## src/hw/fss_consts.svh

```systemverilog
// Purpose: offsets, field positions, reset values and timing counts
// Assumes: 32-bit apb data, one aligned word per register
// Notes: included by the sequencer, the host model and the bench
`ifndef FSS_CONSTS_SVH
`define FSS_CONSTS_SVH

// register byte offsets
`define FSS_CTRL_OFS 8'h00
`define FSS_DECEL_OFS 8'h04
`define FSS_ZERO_OFS 8'h08
`define FSS_DELAY_OFS 8'h0c
`define FSS_CMD_OFS 8'h10
`define FSS_STAT_OFS 8'h14
`define FSS_ISTAT_OFS 8'h18
`define FSS_IMASK_OFS 8'h1c

// stop mode digit values
`define FSS_MODE_DECEL 4'h2
`define FSS_MODE_NODECEL 4'h0

// reset values
`define FSS_DECEL_RST 16'h0010
`define FSS_ZERO_RST 16'h0032
`define FSS_DELAY_RST 16'h0000

// command bits
`define FSS_CMD_ERR_BIT 0
`define FSS_CMD_CPU_BIT 1

// alarm codes and interrupt bits
`define FSS_ALM_STO_TIMING 8'h3f
`define FSS_INT_ALARM 0
`define FSS_INT_STOP 1
`define FSS_INT_HALT 2
`define FSS_INT_W 3

`endif

```

## src/hw/fss_pkg.sv

```systemverilog
// Purpose: shared types of the alarm and forced-stop sequencer
// Assumes: nothing beyond the constants header
// Notes: states and carriers only
package fss_pkg;
    // sequencer states
    typedef enum logic [1:0] {
        ST_RUN,
        ST_DECEL,
        ST_WAIT,
        ST_STOP
    } fss_state_type;

    // power stage drive group
    typedef struct packed {
        logic power_on;
        logic dyn_brake;
        logic interlock;
    } fss_drive_type;
endpackage

```

## src/hw/fss_ramp.sv

```systemverilog
// Purpose: model speed reference stepping toward zero
// Assumes: step is a magnitude, value is signed
// Notes: clamps at zero, never overshoots
`timescale 1ns/100ps
module fss_ramp #(
    parameter int W = 16
) (
    // clock and reset
    input wire logic i_clock,
    input wire logic i_sys_rst,
    // control
    input wire logic i_load,
    input wire logic signed [W-1:0] i_load_val,
    input wire logic i_run,
    input wire logic [W-1:0] i_step,
    // result
    output logic signed [W-1:0] o_value
);
    logic signed [W:0] mag_next;
    logic signed [W:0] wide;

    // distance toward zero after one step
    always_comb
    begin
        wide = {o_value[W-1], o_value};
        if (o_value[W-1])
            mag_next = wide + $signed({1'b0, i_step});
        else
            mag_next = wide - $signed({1'b0, i_step});
    end

    // value register
    always_ff @(posedge i_clock or posedge i_sys_rst)
    begin
        if (i_sys_rst)
            o_value <= '0;
        else if (i_load)
            o_value <= i_load_val;
        else if (i_run)
        begin
            if (mag_next[W] != wide[W] || mag_next == '0)
                o_value <= '0; // crossed or reached zero
            else
                o_value <= mag_next[W-1:0];
        end
    end
endmodule

```

## src/hw/fss_sequencer.sv

```systemverilog
// Purpose: alarm and forced-stop sequencing of a servo drive
// Assumes: all inputs synchronous to i_clock, 40 MHz
// Notes: apb slave answers with no wait state
// Behaviour
// - dynamic-brake alarms skip deceleration, brake at once
// - torque-off during deceleration raises alarm 63
// - alarm cleared only by reset or host reset
// - no clear while alarm cause persists
// - torque mode never decelerates, stops directly
// - stop mode 2 enables deceleration, 0 disables
// - deceleration drives internal ramp, not host command
// - link loss decelerates, or brakes if flagged
// - deceleration disabled: stop directly, no ramp
// - below zero speed: cut drive, engage brake
// - programmable delay from interlock off to cutoff
// - forced stop decelerates at programmed rate
//
// The register offsets and the APB interface to the registers were left to the implementer.
`timescale 1ns/100ps
`include "fss_consts.svh"
module fss_sequencer
    import fss_pkg::*;
#(
    parameter int W = 16
) (
    // clock and reset
    input wire logic i_clock,
    input wire logic i_sys_rst,
    // apb slave
    input wire logic i_psel,
    input wire logic i_penable,
    input wire logic i_pwrite,
    input wire logic [7:0] i_paddr,
    input wire logic [31:0] i_pwdata,
    output logic [31:0] o_prdata,
    output logic o_pready,
    output logic o_pslverr,
    // stop sources
    input wire logic i_forced_stop_input_n,
    input wire logic i_safe_torque_off_input_n,
    input wire logic i_link_lost,
    input wire logic i_link_lost_brake,
    input wire logic i_alarm_evt,
    input wire logic [7:0] i_alarm_code,
    input wire logic i_alarm_brake,
    input wire logic i_alarm_cause,
    input wire logic i_torque_mode,
    // speeds
    input wire logic signed [W-1:0] i_host_speed,
    input wire logic signed [W-1:0] i_motor_speed,
    // drive outputs
    output logic signed [W-1:0] o_speed_ref,
    output fss_drive_type o_drive,
    output logic o_fault_output,
    output logic [7:0] o_alarm_code,
    output logic o_irq
);
    fss_state_type state_reg;
    logic [3:0] mode_reg;
    logic [W-1:0] decel_reg;
    logic [W-1:0] zero_reg;
    logic [W-1:0] delay_reg;
    logic [W-1:0] wait_cnt_reg;
    logic [`FSS_INT_W-1:0] istat_reg;
    logic [`FSS_INT_W-1:0] imask_reg;
    logic alarm_reg;
    logic [7:0] code_reg;
    logic wr_en;
    logic rd_en;
    logic addr_ok;
    logic clear_cmd;
    logic cause_now;
    logic sto_alarm;
    logic new_alarm;
    logic stop_req;
    logic brake_now;
    logic decel_en;
    logic signed [W-1:0] ramp_val;
    logic [W-1:0] motor_abs;
    logic below_zero;
    logic [`FSS_INT_W-1:0] int_evt;

    ////////////////////////////////////////////////////////////////
    // apb decode
    assign wr_en = i_psel && i_penable && i_pwrite;
    assign rd_en = i_psel && i_penable && !i_pwrite;
    assign o_pready = 1'b1;
    assign o_pslverr = i_psel && i_penable && !addr_ok;

    // address map check
    always_comb
    begin
        case (i_paddr)
            `FSS_CTRL_OFS, `FSS_DECEL_OFS, `FSS_ZERO_OFS, `FSS_DELAY_OFS,
            `FSS_CMD_OFS, `FSS_STAT_OFS, `FSS_ISTAT_OFS, `FSS_IMASK_OFS:
                addr_ok = 1'b1;
            default:
                addr_ok = 1'b0;
        endcase
    end

    // configuration registers
    always_ff @(posedge i_clock or posedge i_sys_rst)
    begin
        if (i_sys_rst)
        begin
            mode_reg <= `FSS_MODE_DECEL;
            decel_reg <= W'(`FSS_DECEL_RST);
            zero_reg <= W'(`FSS_ZERO_RST);
            delay_reg <= W'(`FSS_DELAY_RST);
            imask_reg <= '0;
        end
        else if (wr_en)
        begin
            case (i_paddr)
                `FSS_CTRL_OFS: mode_reg <= i_pwdata[3:0];
                `FSS_DECEL_OFS: decel_reg <= i_pwdata[W-1:0];
                `FSS_ZERO_OFS: zero_reg <= i_pwdata[W-1:0];
                `FSS_DELAY_OFS: delay_reg <= i_pwdata[W-1:0];
                `FSS_IMASK_OFS: imask_reg <= i_pwdata[`FSS_INT_W-1:0];
                default: ;
            endcase
        end
    end

    // read data register
    always_ff @(posedge i_clock or posedge i_sys_rst)
    begin
        if (i_sys_rst)
            o_prdata <= '0;
        else if (i_psel && !i_penable && !i_pwrite)
        begin
            case (i_paddr)
                `FSS_CTRL_OFS: o_prdata <= {28'h0, mode_reg};
                `FSS_DECEL_OFS: o_prdata <= 32'(decel_reg);
                `FSS_ZERO_OFS: o_prdata <= 32'(zero_reg);
                `FSS_DELAY_OFS: o_prdata <= 32'(delay_reg);
                `FSS_STAT_OFS: o_prdata <= {16'h0, code_reg, 2'h0, alarm_reg,
                    o_drive, state_reg};
                `FSS_ISTAT_OFS: o_prdata <= 32'(istat_reg);
                `FSS_IMASK_OFS: o_prdata <= 32'(imask_reg);
                default: o_prdata <= '0;
            endcase
        end
    end

    ////////////////////////////////////////////////////////////////
    // alarm latch and clearing
    assign clear_cmd = wr_en && i_paddr == `FSS_CMD_OFS
        && (i_pwdata[`FSS_CMD_ERR_BIT] || i_pwdata[`FSS_CMD_CPU_BIT]);
    assign sto_alarm = state_reg == ST_DECEL && !i_safe_torque_off_input_n;
    assign new_alarm = (i_alarm_evt || sto_alarm) && !alarm_reg;
    assign cause_now = i_alarm_cause
        || (code_reg == `FSS_ALM_STO_TIMING && !i_safe_torque_off_input_n);

    always_ff @(posedge i_clock or posedge i_sys_rst)
    begin
        if (i_sys_rst)
        begin
            alarm_reg <= 1'b0;
            code_reg <= '0;
        end
        else if (new_alarm)
        begin
            alarm_reg <= 1'b1;
            code_reg <= sto_alarm ? `FSS_ALM_STO_TIMING : i_alarm_code;
        end
        else if (alarm_reg && clear_cmd && !cause_now)
        begin
            alarm_reg <= 1'b0;
            code_reg <= '0;
        end
    end

    assign o_fault_output = alarm_reg;
    assign o_alarm_code = code_reg;

    ////////////////////////////////////////////////////////////////
    // stop decision
    assign decel_en = mode_reg == `FSS_MODE_DECEL && !i_torque_mode;
    assign stop_req = !i_forced_stop_input_n || i_link_lost || alarm_reg
        || i_alarm_evt;
    assign brake_now = (i_alarm_evt && i_alarm_brake)
        || (i_link_lost && i_link_lost_brake)
        || !decel_en;
    assign motor_abs = i_motor_speed[W-1] ? W'(-i_motor_speed) : i_motor_speed;
    assign below_zero = motor_abs < zero_reg;

    // sequencer state
    always_ff @(posedge i_clock or posedge i_sys_rst)
    begin
        if (i_sys_rst)
            state_reg <= ST_RUN;
        else
        begin
            case (state_reg)
                ST_RUN:
                    if (stop_req)
                        state_reg <= brake_now ? ST_STOP : ST_DECEL;
                ST_DECEL:
                    if (sto_alarm || (i_alarm_evt && i_alarm_brake))
                        state_reg <= ST_STOP;
                    else if (below_zero)
                        state_reg <= ST_WAIT;
                ST_WAIT:
                    if (wait_cnt_reg >= delay_reg)
                        state_reg <= ST_STOP;
                ST_STOP:
                    if (!stop_req)
                        state_reg <= ST_RUN;
                default:
                    state_reg <= ST_STOP;
            endcase
        end
    end

    // interlock to cutoff delay counter
    always_ff @(posedge i_clock or posedge i_sys_rst)
    begin
        if (i_sys_rst)
            wait_cnt_reg <= '0;
        else if (state_reg == ST_WAIT)
            wait_cnt_reg <= wait_cnt_reg + W'(1);
        else
            wait_cnt_reg <= '0;
    end

    ////////////////////////////////////////////////////////////////
    // model speed ramp
    fss_ramp #(
        .W(W)
    ) u_ramp (
        .i_clock(i_clock),
        .i_sys_rst(i_sys_rst),
        .i_load(state_reg != ST_DECEL),
        .i_load_val(i_motor_speed),
        .i_run(state_reg == ST_DECEL),
        .i_step(decel_reg),
        .o_value(ramp_val)
    );

    // speed reference and drive outputs
    always_ff @(posedge i_clock or posedge i_sys_rst)
    begin
        if (i_sys_rst)
            o_speed_ref <= '0;
        else if (state_reg == ST_DECEL)
            o_speed_ref <= ramp_val;
        else if (state_reg == ST_RUN && !alarm_reg && !stop_req)
            o_speed_ref <= i_host_speed;
        else
            o_speed_ref <= '0;
    end

    // power stage, dynamic brake and interlock
    always_comb
    begin
        o_drive.power_on = state_reg != ST_STOP;
        o_drive.dyn_brake = state_reg == ST_STOP;
        o_drive.interlock = state_reg == ST_RUN || state_reg == ST_DECEL;
    end

    ////////////////////////////////////////////////////////////////
    // interrupt status, set wins over write-one clear
    assign int_evt = {state_reg == ST_WAIT && wait_cnt_reg >= delay_reg,
        state_reg == ST_RUN && stop_req, new_alarm};

    always_ff @(posedge i_clock or posedge i_sys_rst)
    begin
        if (i_sys_rst)
            istat_reg <= '0;
        else if (wr_en && i_paddr == `FSS_ISTAT_OFS)
            istat_reg <= (istat_reg & ~i_pwdata[`FSS_INT_W-1:0]) | int_evt;
        else
            istat_reg <= istat_reg | int_evt;
    end

    assign o_irq = |(istat_reg & imask_reg);

    // helper: cycles spent in ST_WAIT, cleared in ST_STOP, bounds the cutoff wait
    logic [W:0] cut_cnt_reg;
    always_ff @(posedge i_clock or posedge i_sys_rst)
    begin
        if (i_sys_rst)
            cut_cnt_reg <= '0;
        else if (state_reg == ST_WAIT)
            cut_cnt_reg <= cut_cnt_reg + (W+1)'(1);
        else
            cut_cnt_reg <= '0;
    end
endmodule

```

## config.mk

```make
export PLATFORM = sky130hd
export DESIGN_NAME = fss_sequencer
export DESIGN_NICKNAME = d
export VERILOG_FILES = /design/src/hw/fss_pkg.sv /design/src/hw/fss_ramp.sv /design/src/hw/fss_sequencer.sv
export VERILOG_INCLUDE_DIRS = /design/src /design/src/hw
export SDC_FILE = /design/constraint.sdc
export NUM_CORES = 1
export LEC_CHECK = 0
export BUFFER_PORTS_ARGS = -buffer_cell sky130_fd_sc_hd__buf_2
export CORE_MARGIN = 8
export CORE_UTILIZATION = 45
export CTS_CLUSTER_SIZE = 16
export DETAILED_ROUTE_END_ITERATION = 8
export PLACE_DENSITY = 0.7
export SLEW_MARGIN = 20
export SYNTH_ARGS = -nofsm -noshare
export SYNTH_HDL_FRONTEND = slang
export SYNTH_SLANG_ARGS = --single-unit
```

## constraint.sdc

```tcl
create_clock -name i_clock -period 4.7 [get_ports i_clock]
set_clock_uncertainty 0.15 [all_clocks]
set_input_delay 0.94 -clock i_clock [delete_from_list [all_inputs] [get_ports i_clock]]
set_output_delay 0.94 -clock i_clock [all_outputs]
set_load 0.02 [all_outputs]
```

Yosys cells after proc, flatten, opt, wreduce, memory -nomap -nowiden --
Memories as Yosys holds them, arrays and structs flattened. Cells that the tools add are included.
Cells by class: add/subtract/negate cells 4, multiply operators 0, divide/modulo/power cells 0, order comparisons 2, equality and inequality tests 19, shifts and indexed selects 0, mux-type cells 23, bitwise operators 5, reduce and logical (&&, ||, !) cells 54
Operators by type and width (count):
- $mux W16 | 7
- $pmux W16 S7 | 1
- $eq A8 B5 Y1 const B | 4
- $mux W8 | 3
- $logic_and A1 B1 Y1 | 20
- $add A16 B17 Y17 | 1
- $logic_not A17 Y1 | 1
- $mux W17 | 1
- $sub A16 B17 Y17 | 1
- $add A16 B1 Y16 const B | 1
- $eq A8 B4 Y1 const B | 2
- $ge A16 B16 Y1 | 1
- $lt A16 B16 Y1 | 1
- $neg A16 Y16 | 1
- $mux W2 | 6
- $logic_or A1 B1 Y1 | 11
- $logic_not A1 Y1 | 10
- $reduce_and A2 Y1 | 5
- $eq A8 B3 Y1 const B | 1
- $eq A8 B6 Y1 const B | 1
- $logic_not A8 Y1 | 1
- $pmux W2 S4 | 1
- $and A3 B3 Y3 | 2
- $ne A2 B2 Y1 const B | 3
- 15 further kinds | 21
Storage, ports and cells: register bits 149, latch bits 0, memory bits (writable) 0, ROM bits 32, input bits 93, output and inout port bits 63, logic and storage cells 121, memories kept 1
Memories:
- (name not given) | depth 32, bits a word 1, read ports 1, clocked after Yosys merged registers in 0, wr ports 0, RTL line fss_sequencer.sv:93 | case (i_paddr)

Longest topological paths before layout --
depth in word-level cells 8, gate-level depth with buffers 15

Cells and area by module --
A second synthesis with hierarchy kept.
Unflattened totals: cell total of the unflattened synthesis 828, area total of the unflattened synthesis 8443.1 sq um
Modules (own cells, without submodules):
- fss_sequencer | times used 1, cells each 603, area each 6506.2 sq um
- fss_ramp | times used 1, cells each 225, area each 1936.9 sq um

Least setup slack after synthesis --
No wires, ideal clock.
path type input -> register, start point input i_motor_speed[5], end point register state_reg[0], library setup time 0.087 ns, arrival 3.479 ns, required time 4.463 ns, path slack 0.984 ns, stages on the path 15, path buffers 0, cells stage by stage nor4_1 > inv_1 > nor3_1 > nand3_1 > o41ai_1 > xnor2_1 > ha_1 > nand2_1 > a2bb2oi_1 > a21oi_1 > nor2_1 > a21oi_1 > nor3_1 > o21ai_0 > a22oi_1
On the way: word-level cells in the longest chain between the ends 5
Ends and longest elaborated chain:
- start: declaration | RTL line fss_sequencer.sv:50 | input wire logic signed [W-1:0] i_motor_speed,
- $neg A16 Y16 | RTL line fss_sequencer.sv:186 | assign motor_abs = i_motor_speed[W-1] ? W'(-i_motor_speed) : i_motor_speed;
- $mux W16 (*) | RTL line fss_sequencer.sv:186
- $lt A16 B16 Y1 (*) | RTL line fss_sequencer.sv:187 | assign below_zero = motor_abs < zero_reg;
- $ne A3 B3 Y1 (no line) (*)
- $reduce_and A4 Y1 (no line) (*)
- end signal: assignment | RTL line fss_sequencer.sv:199 | state_reg <= brake_now ? ST_STOP : ST_DECEL;
- end: declaration | RTL line fss_sequencer.sv:58 | fss_state_type state_reg;
Every way passes the cells marked *; elsewhere a longest branch is shown, timed or not. A chain may end at the register's enable or synchronous reset.

Worst setup path after layout --
start point register decel_reg[6], end point register u_ramp.o_value[6]
On the way: word-level cells in the longest chain between the ends 7, elaborated cells on any way between the ends 9, classes of those cells 2 x add/sub; 1 x eq/ne; 4 x mux; 2 x reduce/logical
Ends and longest elaborated chain:
- start: declaration | RTL line fss_sequencer.sv:60 | logic [W-1:0] decel_reg;
- start signal: assignment | RTL line fss_sequencer.sv:108 | decel_reg <= W'(`FSS_DECEL_RST);
- start signal: assignment | RTL line fss_sequencer.sv:117 | `FSS_DECEL_OFS: decel_reg <= i_pwdata[W-1:0];
- $sub A16 B17 Y17 or $add A16 B17 Y17 (tied branches) | RTL line fss_ramp.sv:29, fss_ramp.sv:27
- $mux W17 (*) | RTL line fss_ramp.sv:26 | if (o_value[W-1])
- $logic_not A17 Y1 or $ne A1 B1 Y1 (tied branches) | RTL line fss_ramp.sv:41 | if (mag_next[W] != wide[W] || mag_next == '0)
- $logic_or A1 B1 Y1 | RTL line fss_ramp.sv:41
- $mux W16 (*) | RTL line fss_ramp.sv:41
- $mux W16 (*) | RTL line fss_ramp.sv:39 | else if (i_run)
- $mux W16 (*) | RTL line fss_ramp.sv:37 | else if (i_load)
- end signal: assignment | RTL line fss_ramp.sv:38 | o_value <= i_load_val;
- end signal: assignment | RTL line fss_ramp.sv:44 | o_value <= mag_next[W-1:0];
- end: declaration | RTL line fss_ramp.sv:17 | output logic signed [W-1:0] o_value
Every way passes the cells marked *; elsewhere a longest branch is shown, timed or not. The select of a mux whose other input is x is not followed.

==> impl_metrics.csv <==
group,metric,value,unit
global_routing,grt-ovfl-total,0,
synth,yosys-top-cells-area,"dfrtp_1 40%, ha_1 8.8%, mux2_2 7.9%, nand2_1 3.6%, a22o_1 3.4%",
clock_network,clockRootBuffer,"clkbuf_16",
sta,setup_tns,0,ns
sta,worst_slack,0.712,ns
detailed_routing,drt_iter0_markers,430,
synth,yosys_warnings,0,
power,ir_drop,0.270,mV
synth,netlist_area,0.00799,mm^2
synth,avgSynthCellArea,9.95,um^2
setup_path,r2r_start,"decel_reg[6]$_DFFE_PP0P_",
final_layout,regArea,0.00333,mm^2
power,p_sw_share,35.8,%
global_routing,grt_pass1_wl,35300,um
setup_path,path_cells,"or4_1, nor2_1, a31oi_1, xor2_1, ha_1, nand4_1, o22ai_1, a211oi_1, a31oi_1, nor2_1, o32ai_4, inv_4, o31ai_2",
setup_path,path_buf_inv,1,
placed_design,dpl-instance-area,0.00882,mm^2
global_routing,track_usage,20.2,%
final_layout,design_area,0.00943,mm^2
floorplanning,start_util,46.0,%
detailed_routing,num_vias,6508,
run_status,status,"completed",
detailed_routing,vias_per_cell,5.58,
setup_path,critPathTopFamily,"compound AO/OA/AOI/OAI gates",
placed_design,place_congestion,0.879,
synth,yosysMostFrequentCell,"dfrtp_1",
clock_network,cts_hold_buffers,0,
power,power.share.clock,33.4,%
placed_design,dp_hpwl,16500,um
final_layout,final_core_utilization,54.4,%
power,internal-power,2.64,mW
setup_path,rr_endpoint,"u_ramp.o_value[6]$_DFF_PP0_",
global_routing,grt_pass1_vias,6603,
placed_design,dp_cells,1133,
sta,finalCriticalPeriod,3.99,ns
setup_path,crit_slowest_cell,"or4_1",
sta,slew_headroom,38.2,%
setup_path,start_kind,"register",
power,leakagePower,4.60,nW
clock_network,cts_setup_buffers,0,
synth,synth_top_area_share,40.1,%
floorplanning,die_x,149,um
clock_network,htreeDepth,4,
synth,ys_seq_elements,133,
synth,synthFlopType,"dfrtp_1",
synth,synth_edf_count,0,
clock_network,cts_tree,"yes",
synth,synthTopCellsByCount,"128 x dfrtp_1, 76 x nand2_1, 56 x ha_1, 56 x mux2_2, 51 x inv_1",
final_layout,drive_above_1_share,25.7,%
setup_path,crit_required,4.87,ns
sta,rsz0062_at_grt,"false",
final_layout,areaGrowthSynthToFinish,18.1,%
min_path,min_path_type,"register to register",
job,max_cap_violations,0,
final_layout,n_fill_cell,1540,
sta,fmax,251,MHz
clock_network,clkSlewWorstSetupHoldPaths,0.06,ns
clock_network,clock_sinks,133,
floorplanning,core-area,0.0174,mm^2
sta,fin_crit_sh,84.9,%
clock_network,cts_resized,0,
power,pwr-share-comb,30.1,%
detailed_routing,wl_per_cell,18.8,um
global_routing,grt_max_degree,134,
power,seq_power_share,36.5,%
detailed_routing,routed_wl,22000,um
clock_network,cts_buffers,17,
power,p_switching,1.47,mW
setup_path,slowest_delay,0.59,ns
floorplanning,dieArea,0.0223,mm^2
sta,worst_pin_slew,0.915,ns
synth,async_flop_share,100,%
setup_path,cp-end-kind,"register",
power,p_total,4.11,mW
sta,maxSlewViolCount,0,
floorplanning,num_rows,48,
sta,final_hold_viol_count,0,
floorplanning,pin_count,156,
setup_path,cp.arrival,4.16,ns
placed_design,pre_cts_slack,0.329,ns
setup_path,rrSetupSlack,0.71,ns
detailed_routing,drc,0,
synth,synthCells,803,
min_path,hold_end,"o_prdata[14]$_DFFE_PP0P_",
clock_network,clk_path_buf_depth,2,
setup_path,setup.worst_path.class,"register to register",
global_routing,antenna_found_initial,2,
floorplanning,die_h,149,um
synth,yosysTopAreaCell,"dfrtp_1",
min_path,whs_path_depth,2,
min_path,min_from,"o_prdata[14]$_DFFE_PP0P_",
sta,setup_violations,0,
sta,worst_hold_slack,0.327,ns
detailed_routing,firstDrtPassIters,6,
clock_network,clock_latency,0.43,ns
final_layout,nets,1077,
placed_design,port-buffer-count,122,
synth,ys_seq_area_share,41.7,%
setup_path,worst-path-max-fanout,10,
setup_path,rr_worst_depth,13,
final_layout,final_cells,1167,
power,powerDensity,436,mW/mm^2
detailed_routing,drtAntennaViolNets,0,
final_layout,multiInputGateArea,0.00431,mm^2
synth,yosysUniqueCellTypes,61,
[kinds of logic (layout without fill, tap and decap cells)]
| kind of cell | after synthesis | count (layout) | share of synthesized area, % |
|---|---|---|---|
| DFF | 133 | 133 | 41.7 |
| muxes | 56 | 56 | 7.89 |
| adders and majority gates | 57 | 57 | 9.02 |
| buffers and inverters | 95 | 217 | 5.29 |
| AOI/OAI and AO/OA | 192 | 192 | 17.2 |
| xor gates and xnor gates | 49 | 49 | 5.37 |
| and+or+nand+nor | 219 | 219 | 13.4 |
| other | 2 | 19 | 0.0940 |
[worst max path at each step]
stage          slack, ns                     start  cells after the start                          end
3_3_place_gp        0.39          i_motor_speed[5]                     16     state_reg[0]$_DFFE_PP0P_
2_1_floorplan       0.06                 i_sys_rst                      1     decel_reg[0]$_DFFE_PP0P_
6_report            0.71  decel_reg[6]$_DFFE_PP0P_                     13  u_ramp.o_value[6]$_DFF_PP0_
4_1_cts             0.76          i_motor_speed[4]                     16     state_reg[0]$_DFFE_PP0P_
3_5_place_dp        0.33          i_motor_speed[4]                     16     state_reg[0]$_DFFE_PP0P_
5_1_grt             0.41          i_motor_speed[4]                     16     state_reg[0]$_DFFE_PP0P_
[layer usage]
layer	vias up	track usage, %	share of wire (%)
li1	3127	-	-
met3	36	4.16	4.6
met4	2	7.67	2.3
met1	3183	25.6	44
met5	-	0	0.036
met2	160	33.1	49
[worst reg2reg max path, stage by stage (launching register included)]
cell,delay [ns]
dfrtp_1,0.47
or4_1,0.59
nor2_1,0.16
a31oi_1,0.12
xor2_1,0.20
ha_1,0.40
nand4_1,0.17
o22ai_1,0.24
a211oi_1,0.08
a31oi_1,0.28
nor2_1,0.11
o32ai_4,0.49
inv_4,0.14
o31ai_2,0.29
[power groups by stage]
stage,combinational [mW],sequential (mW),clock (mW)
global route,1.37,1.52,1.43
finish,1.24,1.50,1.37
CTS,1.24,1.50,1.39
floorplan,0.803,1.56,0
global placement,1.20,1.52,0
detailed placement,1.23,1.52,0
[layout make-up]
type | count | share of cell area, %
repair buffers | 132 | 7.40
clock inverters | 12 | 1.66
clock buffers | 20 | 4.73
inverters | 53 | 2.16
diodes | 2 | 0.0531
multi-input cells | 590 | 45.7
flip-flops and latches | 133 | 35.3
well taps | 225 | 2.98
[placed cells by master (no fill, tap or decap), drive strengths merged, types with 4 or more instances in the layout]
cell      instances
a211oi            4
a21o              8
a21oi            30
a222oi            6
a22o             31
a22oi            22
a31oi             8
and2              4
and3              6
buf             132
clkbuf           20
clkinv            6
clkinvlp          4
conb             17
dfrtp           128
dfstp             5
ha               56
inv              52
mux2             56
nand2            76
nand2b            5
nand3            30
nand4             9
nor2             44
nor3             18
nor3b             5
nor4              4
o21ai            44
o2bb2ai           8
o31ai             8
or3               4
xnor2            24
xor2             25
Note: power is estimated with default switching activity, not from simulation.
